--- config.mk ---
export PLATFORM = sky130hd
export DESIGN_NAME = icl_host_flat
export DESIGN_NICKNAME = d
export VERILOG_FILES = /design/src/verilog/icl_pkg.sv /design/src/verilog/icl_if.sv /design/src/verilog/icl_host.sv /design/src/flat_wrapper.sv
export SDC_FILE = /design/constraint.sdc
export NUM_CORES = 1
export LEC_CHECK = 0
export BUFFER_PORTS_ARGS = -buffer_cell sky130_fd_sc_hd__buf_2
export CORE_MARGIN = 10
export CORE_UTILIZATION = 51
export CTS_CLUSTER_DIAMETER = 100
export DETAILED_ROUTE_END_ITERATION = 12
export PLACE_DENSITY = 0.76
export SLEW_MARGIN = 5
export SYNTH_ARGS = -nofsm -noshare
export SYNTH_HDL_FRONTEND = slang
export SYNTH_SLANG_ARGS = --single-unit
--- constraint.sdc ---
create_clock -name aclk -period 2.07 [get_ports aclk]
set_input_delay 0.414 -clock aclk [delete_from_list [all_inputs] [get_ports aclk]]
set_output_delay 0.414 -clock aclk [all_outputs]
set_load 0.01 [all_outputs]
--- src/verilog/icl_pkg.sv ---
package icl_pkg;

  // ==========================================================================
  // widths
  localparam int DW     = 32;
  localparam int AW_DEV = 2;
  localparam int PD_W   = 4;
  localparam int CODE_W = 16;

  // ==========================================================================
  // device register indices
  localparam logic [AW_DEV-1:0] REG_MPC = 2'h0;
  localparam logic [AW_DEV-1:0] REG_DP  = 2'h1;
  localparam logic [AW_DEV-1:0] REG_CSW = 2'h2;
  localparam logic [AW_DEV-1:0] REG_TCR = 2'h3;

  // ==========================================================================
  // control status word fields
  localparam int CSW_BUSY    = 0;
  localparam int CSW_DONE    = 1;
  localparam int CSW_IE      = 2;
  localparam int CSW_ACK     = 3;
  localparam int CSW_RST     = 7;
  localparam int CSW_PD_LSB  = 8;
  localparam int CSW_CODE_LSB = 16;
  localparam logic [DW-1:0] CSW_RESET_VAL = 32'h0000_0000;

  // ==========================================================================
  // microinstruction format
  localparam int UI_END_BIT = 31;

  // ==========================================================================
  // timing
  localparam int CLK_NS        = 20;
  localparam int BLOCK_TIME_NS = 160;
  localparam int BLOCK_CYCLES  = (BLOCK_TIME_NS + CLK_NS - 1) / CLK_NS;
  localparam int DLY_W         = 8;

  // ==========================================================================
  // prefetch buffer
  localparam int PF_DEPTH = 4;
  localparam int PF_AW    = 2;

  // ==========================================================================
  // microprogram entry points, word offsets from the microprogram base
  typedef enum logic [1:0] {
    EP_LOAD_COEF,
    EP_HSCALE,
    EP_VSCALE,
    EP_HSCALE_RGB
  } icl_entry_e;

  // ==========================================================================
  // controller AXI4-Lite map
  localparam logic [7:0] HA_BASE   = 8'h00;
  localparam logic [7:0] HA_PARAM  = 8'h04;
  localparam logic [7:0] HA_CMD    = 8'h08;
  localparam logic [7:0] HA_STATUS = 8'h0C;
  localparam logic [7:0] HA_CSW    = 8'h10;
  localparam int CMD_LAUNCH = 0;
  localparam int CMD_RESET  = 1;
  localparam int CMD_FORCE  = 2;
  localparam int CMD_ACK    = 3;
  localparam int CMD_EP_LSB = 4;
  localparam int CMD_IE     = 6;
  localparam int CMD_PD_LSB = 8;
  localparam logic [1:0] RESP_OKAY   = 2'h0;
  localparam logic [1:0] RESP_SLVERR = 2'h2;

endpackage
--- src/verilog/icl_if.sv ---
`timescale 1ns/1ps
interface icl_if;
  logic                        req;
  logic                        we;
  logic [icl_pkg::AW_DEV-1:0]  addr;
  logic [icl_pkg::DW-1:0]      wdata;
  logic [icl_pkg::DW-1:0]      rdata;
  logic                        ack;
  logic                        irq;

  modport dev (input req, input we, input addr, input wdata,
               output rdata, output ack, output irq);
  modport host (output req, output we, output addr, output wdata,
                input rdata, input ack, input irq);
endinterface

--- src/verilog/icl_host.sv ---
`timescale 1ns/1ps
module icl_host
  import icl_pkg::*;
(
  input  wire logic                   aclk,
  input  wire logic                   aresetn,
  icl_if.host                         dev,
  input  wire logic [7:0]             s_axi_awaddr,
  input  wire logic                   s_axi_awvalid,
  output logic                        s_axi_awready,
  input  wire logic [icl_pkg::DW-1:0] s_axi_wdata,
  input  wire logic [3:0]             s_axi_wstrb,
  input  wire logic                   s_axi_wvalid,
  output logic                        s_axi_wready,
  output logic [1:0]                  s_axi_bresp,
  output logic                        s_axi_bvalid,
  input  wire logic                   s_axi_bready,
  input  wire logic [7:0]             s_axi_araddr,
  input  wire logic                   s_axi_arvalid,
  output logic                        s_axi_arready,
  output logic [icl_pkg::DW-1:0]      s_axi_rdata,
  output logic [1:0]                  s_axi_rresp,
  output logic                        s_axi_rvalid,
  input  wire logic                   s_axi_rready
);
  import icl_pkg::*;

  typedef enum logic [2:0] {H_IDLE, H_POLL, H_POLL_W, H_WR, H_WR_W} icl_hstate_e;
  typedef enum logic [1:0] {OP_LAUNCH, OP_RESET, OP_FORCE, OP_ACK} icl_op_e;

  // ==========================================================================
  // AXI4-Lite slave
  logic              awready_q, wready_q, bvalid_q, arready_q, rvalid_q;
  logic              aw_hold_q, w_hold_q;
  logic [7:0]        aw_addr_q;
  logic [DW-1:0]     w_data_q;
  logic [3:0]        w_strb_q;
  logic [1:0]        bresp_q, rresp_q;
  logic [DW-1:0]     rdata_q;
  logic [DW-1:0]     base_q, param_q, csw_snap_q;
  logic [1:0]        ep_q;
  logic              ie_q;
  logic [PD_W-1:0]   pd_q;
  icl_hstate_e       st_q;
  icl_op_e           op_q;
  logic [1:0]        step_q;
  logic              req_q, we_q;
  logic [AW_DEV-1:0] addr_q;
  logic [DW-1:0]     wdata_q;

  wire aw_take  = s_axi_awvalid & awready_q;
  wire w_take   = s_axi_wvalid & wready_q;
  wire do_wr    = aw_hold_q & w_hold_q & ~bvalid_q;
  wire bvalid_d = do_wr | (bvalid_q & ~s_axi_bready);
  wire aw_hold_d = (aw_hold_q | aw_take) & ~do_wr;
  wire w_hold_d  = (w_hold_q | w_take) & ~do_wr;
  wire ar_take  = s_axi_arvalid & arready_q;
  wire rvalid_d = ar_take | (rvalid_q & ~s_axi_rready);
  wire seq_busy = (st_q != H_IDLE);
  wire wr_map   = (aw_addr_q == HA_BASE) | (aw_addr_q == HA_PARAM) | (aw_addr_q == HA_CMD);
  wire rd_map   = (s_axi_araddr == HA_BASE) | (s_axi_araddr == HA_PARAM) |
                  (s_axi_araddr == HA_STATUS) | (s_axi_araddr == HA_CSW) |
                  (s_axi_araddr == HA_CMD);
  wire cmd_go   = do_wr & (aw_addr_q == HA_CMD) & w_strb_q[0] & ~seq_busy;
  wire [DW-1:0] wmask;
  wire [DW-1:0] rd_mux = (s_axi_araddr == HA_BASE)   ? base_q  :
                         (s_axi_araddr == HA_PARAM)  ? param_q :
                         (s_axi_araddr == HA_STATUS) ? {30'h0, dev.irq, seq_busy} :
                         (s_axi_araddr == HA_CSW)    ? csw_snap_q : 32'h0000_0000;

  genvar gi;
  generate
    for (gi = 0; gi < 4; gi++) begin : g_mask
      assign wmask[gi*8 +: 8] = {8{w_strb_q[gi]}};
    end
  endgenerate

  always_ff @(posedge aclk) begin
    if (!aresetn) begin
      awready_q <= 1'b0;
      wready_q  <= 1'b0;
      aw_hold_q <= 1'b0;
      w_hold_q  <= 1'b0;
      bvalid_q  <= 1'b0;
      arready_q <= 1'b0;
      rvalid_q  <= 1'b0;
      aw_addr_q <= '0;
      w_data_q  <= '0;
      w_strb_q  <= '0;
      bresp_q   <= RESP_OKAY;
      rresp_q   <= RESP_OKAY;
      rdata_q   <= '0;
    end else begin
      aw_hold_q <= aw_hold_d;
      w_hold_q  <= w_hold_d;
      bvalid_q  <= bvalid_d;
      rvalid_q  <= rvalid_d;
      awready_q <= ~aw_hold_d & ~bvalid_d;
      wready_q  <= ~w_hold_d & ~bvalid_d;
      arready_q <= ~rvalid_d;
      if (aw_take) begin
        aw_addr_q <= s_axi_awaddr;
      end
      if (w_take) begin
        w_data_q <= s_axi_wdata;
        w_strb_q <= s_axi_wstrb;
      end
      if (do_wr) begin
        bresp_q <= wr_map ? RESP_OKAY : RESP_SLVERR;
      end
      if (ar_take) begin
        rdata_q <= rd_mux;
        rresp_q <= rd_map ? RESP_OKAY : RESP_SLVERR;
      end
    end
  end

  // ==========================================================================
  // command registers
  always_ff @(posedge aclk) begin
    if (!aresetn) begin
      base_q  <= '0;
      param_q <= '0;
      ep_q    <= '0;
      ie_q    <= 1'b0;
      pd_q    <= '0;
    end else if (do_wr) begin
      if (aw_addr_q == HA_BASE) begin
        base_q <= (base_q & ~wmask) | (w_data_q & wmask);
      end
      if (aw_addr_q == HA_PARAM) begin
        param_q <= (param_q & ~wmask) | (w_data_q & wmask);
      end
      if (cmd_go) begin
        ep_q <= w_data_q[CMD_EP_LSB +: 2];
        ie_q <= w_data_q[CMD_IE];
        pd_q <= w_data_q[CMD_PD_LSB +: PD_W];
      end
    end
  end

  // ==========================================================================
  // device sequencer
  wire icl_op_e op_pick = w_data_q[CMD_RESET]  ? OP_RESET :
                          w_data_q[CMD_ACK]    ? OP_ACK   :
                          w_data_q[CMD_FORCE]  ? OP_FORCE : OP_LAUNCH;
  wire any_cmd = w_data_q[CMD_RESET] | w_data_q[CMD_ACK] | w_data_q[CMD_FORCE] |
                 w_data_q[CMD_LAUNCH];
  wire [DW-1:0] csw_common = DW'({pd_q, 8'h00}) | DW'({ie_q, 2'b00});
  wire [DW-1:0] csw_word =
    (op_q == OP_LAUNCH) ? (csw_common | DW'(1) << CSW_BUSY) :
    (op_q == OP_RESET)  ? (csw_common | DW'(1) << CSW_RST)  :
    (op_q == OP_FORCE)  ? (csw_common | DW'(1) << CSW_DONE) :
                          (csw_common | DW'(1) << CSW_ACK);
  wire [AW_DEV-1:0] step_addr = (step_q == 2'h0) ? REG_DP :
                                (step_q == 2'h1) ? REG_MPC : REG_CSW;
  wire [DW-1:0] step_data = (step_q == 2'h0) ? param_q :
                            (step_q == 2'h1) ? base_q + DW'(ep_q) :
                                               csw_word;

  always_ff @(posedge aclk) begin
    if (!aresetn) begin
      st_q       <= H_IDLE;
      op_q       <= OP_LAUNCH;
      step_q     <= '0;
      req_q      <= 1'b0;
      we_q       <= 1'b0;
      addr_q     <= '0;
      wdata_q    <= '0;
      csw_snap_q <= '0;
    end else begin
      req_q <= 1'b0;
      unique case (st_q)
        H_IDLE: begin
          if (cmd_go && any_cmd) begin
            op_q   <= op_pick;
            step_q <= (op_pick == OP_LAUNCH) ? 2'h0 : 2'h2;
            st_q   <= (op_pick == OP_RESET) ? H_WR : H_POLL;
          end
        end
        H_POLL: begin
          req_q  <= 1'b1;
          we_q   <= 1'b0;
          addr_q <= REG_CSW;
          st_q   <= H_POLL_W;
        end
        H_POLL_W: begin
          if (dev.ack) begin
            csw_snap_q <= dev.rdata;
            st_q <= dev.rdata[CSW_BUSY] ? H_POLL : H_WR;
          end
        end
        H_WR: begin
          req_q   <= 1'b1;
          we_q    <= 1'b1;
          addr_q  <= step_addr;
          wdata_q <= step_data;
          st_q    <= H_WR_W;
        end
        H_WR_W: begin
          if (dev.ack) begin
            step_q <= step_q + 2'h1;
            st_q   <= (step_q == 2'h2) ? H_IDLE : H_WR;
          end
        end
        default: st_q <= H_IDLE;
      endcase
    end
  end

  assign dev.req       = req_q;
  assign dev.we        = we_q;
  assign dev.addr      = addr_q;
  assign dev.wdata     = wdata_q;
  assign s_axi_awready = awready_q;
  assign s_axi_wready  = wready_q;
  assign s_axi_bvalid  = bvalid_q;
  assign s_axi_bresp   = bresp_q;
  assign s_axi_arready = arready_q;
  assign s_axi_rvalid  = rvalid_q;
  assign s_axi_rdata   = rdata_q;
  assign s_axi_rresp   = rresp_q;

endmodule

--- src/flat_wrapper.sv ---
// flat-port wrapper written by rule: the top's interface ports become plain ports
module icl_host_flat import icl_pkg::*;
  (aclk, aresetn, s_axi_awaddr, s_axi_awvalid, s_axi_awready, s_axi_wdata, s_axi_wstrb, s_axi_wvalid, s_axi_wready, s_axi_bresp, s_axi_bvalid, s_axi_bready, s_axi_araddr, s_axi_arvalid, s_axi_arready, s_axi_rdata, s_axi_rresp, s_axi_rvalid, s_axi_rready, dev_req, dev_we, dev_addr, dev_wdata, dev_rdata, dev_ack, dev_irq);
  icl_if dev_i ();
  input  wire logic aclk;
  input  wire logic aresetn;
  input  wire logic [7:0] s_axi_awaddr;
  input  wire logic s_axi_awvalid;
  output logic s_axi_awready;
  input  wire logic [icl_pkg::DW-1:0] s_axi_wdata;
  input  wire logic [3:0] s_axi_wstrb;
  input  wire logic s_axi_wvalid;
  output logic s_axi_wready;
  output logic [1:0] s_axi_bresp;
  output logic s_axi_bvalid;
  input  wire logic s_axi_bready;
  input  wire logic [7:0] s_axi_araddr;
  input  wire logic s_axi_arvalid;
  output logic s_axi_arready;
  output logic [icl_pkg::DW-1:0] s_axi_rdata;
  output logic [1:0] s_axi_rresp;
  output logic s_axi_rvalid;
  input  wire logic s_axi_rready;
  output wire logic [$bits(dev_i.req)-1:0] dev_req;
  output wire logic [$bits(dev_i.we)-1:0] dev_we;
  output wire logic [$bits(dev_i.addr)-1:0] dev_addr;
  output wire logic [$bits(dev_i.wdata)-1:0] dev_wdata;
  input wire logic [$bits(dev_i.rdata)-1:0] dev_rdata;
  input wire logic [$bits(dev_i.ack)-1:0] dev_ack;
  input wire logic [$bits(dev_i.irq)-1:0] dev_irq;
  assign dev_req = dev_i.req;
  assign dev_we = dev_i.we;
  assign dev_addr = dev_i.addr;
  assign dev_wdata = dev_i.wdata;
  assign dev_i.rdata = dev_rdata;
  assign dev_i.ack = dev_ack;
  assign dev_i.irq = dev_irq;
  icl_host u_core (.aclk(aclk), .aresetn(aresetn), .dev(dev_i), .s_axi_awaddr(s_axi_awaddr), .s_axi_awvalid(s_axi_awvalid), .s_axi_awready(s_axi_awready), .s_axi_wdata(s_axi_wdata), .s_axi_wstrb(s_axi_wstrb), .s_axi_wvalid(s_axi_wvalid), .s_axi_wready(s_axi_wready), .s_axi_bresp(s_axi_bresp), .s_axi_bvalid(s_axi_bvalid), .s_axi_bready(s_axi_bready), .s_axi_araddr(s_axi_araddr), .s_axi_arvalid(s_axi_arvalid), .s_axi_arready(s_axi_arready), .s_axi_rdata(s_axi_rdata), .s_axi_rresp(s_axi_rresp), .s_axi_rvalid(s_axi_rvalid), .s_axi_rready(s_axi_rready));
endmodule
==> key figures <==
Worst setup path
  – WP data required: around 2.5 ns
  – WP buf/inv: 2
  – Setup CP Type: reg2reg
  – Critical Path, Cell by Cell: ha_4 -> inv_2 -> fa_2 -> and4b_2 -> nand4_1 -> buf_4 -> nor3_4 -> xnor2_1 -> o22ai_1
  – Delay-heaviest family, CP: simple AND/OR/NAND/NOR gates
  – Cell depth of the worst setup path: 9
  – WP data arrival: about 2.5 ns
  – Crit-path max FO: 3
  – Crit. End Element: flop
  – Crit path launch type: flop
  – Slowest-stage cell, CP: dfxtp_2
  – FF-to-FF path depth: 9
  – Largest incremental delay on the critical path: about 0.35 ns

Power
  – Logic pwr share: 5.2%
  – Peak supply drop: ~0.56 mV
  – Clock group share of total power: a little under half
  – Pwr Density: around 750 mW/mm2
  – Sequential fraction of design power: 48.7%
  – Leak Pwr: around 4.8 nW
  – Sw Ratio: 22.89%
  – Net Switching: roughly 0.0021 W
  – Power Internal: roughly 0.0072 W

Final layout
  – Final non-filler cell total: between 1500 and 2000
  – Most common cell after layout, fill and taps aside: nand2_1
  – Design area: between 0.01 and 0.015 mm2
  – Most frequent cells in the layout: nand2_1 (279), dfxtp_1 (229), buf_2 (166)
  – Synthesis-to-finish area growth: 23.91%
  – Share of layout cells above drive strength 1: ~22%
  – Filler instances: ~1700
  – Nets@finish: ~1500

Timing
  – Worst setup margin: -0.07234 ns
  – Fmax: 466.8 MHz
  – Max-slew violations: 0
  – Crit share post-route: 103.5%
  – RSZ-0062 raised after global routing: yes
  – Setup Skew: 0.007463 ns
  – Tmin final: 2.142 ns
  – Rel. slew slack: a little over half
  – Setup violations, final: 2
  – Hold Vio Cnt, Final: 0
  – Actual slew at the worst max-slew pin: approximately 0.70 ns

Clock tree
  – Worst-path clk slew: 0.06 ns
  – H-tree depth: 1
  – CTS buffer count: 25
  – Worst-skew pair later-pin latency: between 0.5 and 0.6 ns
  – Clock sinks: about 230
  – CTS tree: done
  – Clk buf depth: 3
  – Root Driver: clkbuf_16

Yosys
  – Asr flop ratio synth: 0%
  – Number of synthesized flops with an enable pin: 0
  – Synthesized instance count: ~1300
  – Unique masters post-synth: 63
  – Flops & latches, synth: 231
  – Yosys warns: 0
  – Mapped Area: 0.01001 mm2
  – Top_reg_cell synth: dfxtp_1
  – Post-synthesis average cell area: 7.886 um2
  – Register area share after synthesis: between 40 and 50%

Place
  – Final HPWL DP: 21900 um
  – GPL Wtd Cong: 0.9101
  – Placed insts: between 1500 and 2000
  – Placed cell areas: 0.01139 mm2
  – Buffers on Ports: about 170

Outcome
  – Failing checks: setup timing
  – Status: complete, but fails checks

Global route
  – Antenna violations before repair: 1
  – Largest net degree at the start of global routing: 76
  – All-layer global routing usage: a little under a quarter
  – Vias in the first global route: roughly 9400
  – First-pass GRT wire length: between 40000 and 50000 um
  – GRT Residual Overflow: 0

Die
  – Rows: 51
  – Die width: between 150 and 200 um
  – Die footprint: approximately 0.026 mm2
  – Die height: 160.1 um
  – Initial cell density of the core: 51.59%
  – Number of I/O pins: 170
  – CORE AREA: 0.01940 mm2

Route
  – Wire per inst: approximately 18 um
  – DR iter-0 viols: just under 900
  – Vias/cell: 5.631
  – First-pass iteration count of the detailed router: 5
  – Via count: slightly below 10000
  – Drc violations: 0
  – ANT nets after route: 0
  – Routed wire length: roughly 31000 um

Worst hold path
  – Type of the worst min-delay path: in2reg
  – Worst hold stages: 3

Flow run
  – Total of max-cap violations: 0
## through the flow
step	total power, W	setup slack [ns]	hold WS, ns	setup TNS (ns)	util (%)
floorplan	0.004898	0.01027	0.4230	0	-
global placement	0.005109	-0.08339	0.4380	-0.3416	58.71
detailed placement	0.005117	-0.1320	0.4402	-0.8529	58.71
CTS	0.009357	-0.02356	0.1190	-0.05793	63.21
global route	0.009605	-0.1527	0.1285	-0.5072	63.89
finish	0.009333	-0.07234	0.1258	-0.1173	63.92
## cell usage after synthesis (all sizes together) (5+ instances only)
master,number,share of area (%)
nand2,279,10
dfxtp,231,46
a21oi,151,7.6
nand3,122,6.5
o21ai,106,5.3
clkbuf,81,3.2
nor2,38,1.4
mux2i,36,3.6
buf,25,1.2
and3,21,1.3
o22ai,19,1.2
xnor2,16,1.4
inv,15,0.56
nand4,15,0.94
nor3,12,0.60
xor2,12,1.1
nor4,7,0.59
a221oi,6,0.53
and2,6,0.38
nand2b,6,0.38
o31ai,6,0.45
ha,5,0.63
nor2b,5,0.31
## routing by layer
layer  track usage, %  vias to the layer above  wire [um]
met2            39.12                      386      14920
li1                 -                     4731          -
met5                0                        -          0
met1            27.62                     4511      12750
met4            8.306                        0        967
met3            4.524                       69       2373
## final cells by class
class | instances | area (um2) | area share (%)
sequential | 231 | 4627 | 37.32
multi-input combinational | 916 | 5045 | 40.69
antenna | 2 | 5.005 | 0.04036
clock inverter | 7 | 66.31 | 0.5348
inverter | 15 | 58.81 | 0.4743
timing repair buffer | 249 | 1545 | 12.46
tap | 265 | 331.6 | 2.674
clock buffer | 37 | 720.7 | 5.812
## tightest hold or removal path, cell delays in order
cell,delay (ns)
buf_2,0.09
nand2_1,0.04
a21oi_1,0.05
## cell families after synthesis
kind of cell               Yosys count  synth area share (%)
and+or+nand+nor                    536                 24.97
AOI/OAI and AO/OA                  308                 16.73
DFF                                231                 46.21
buffers and inverters              123                 5.176
muxes                               36                 3.601
xor gates and xnor gates            28                 2.451
adders and majority gates            6                0.8252
other                                1               0.03747
## power by group through the flow
stage | clock network (W) | logic [W] | registers [W]
3_3_place_gp | 0 | 0.000469 | 0.00464
6_report | 0.00430 | 0.000484 | 0.00455
4_1_cts | 0.00433 | 0.000477 | 0.00455
2_1_floorplan | 0 | 0.000266 | 0.00463
5_1_grt | 0.00452 | 0.000528 | 0.00455
3_5_place_dp | 0 | 0.000474 | 0.00464
## final timing paths
check                           slack (ns)                     to                   from
worst max register to register       -0.07   u_core.dev.wdata[22]                   flop
worst min-delay path                  0.13    u_core.aw_addr_q[3]        s_axi_awaddr[3]
worst max-delay path                 -0.07   u_core.dev.wdata[22]                   flop
worst min register to register        0.45  u_core.s_axi_rdata[8]  u_core.s_axi_rdata[8]
## timing repair
item,CTS,global route
pin swaps,7,15
buffers inserted,4,2
hold buffers,0,0
gates resized for setup,14,19
setup endpoints to repair,13,66
cloned,0,1
No activity file was read; power rests on OpenSTA's default activity.
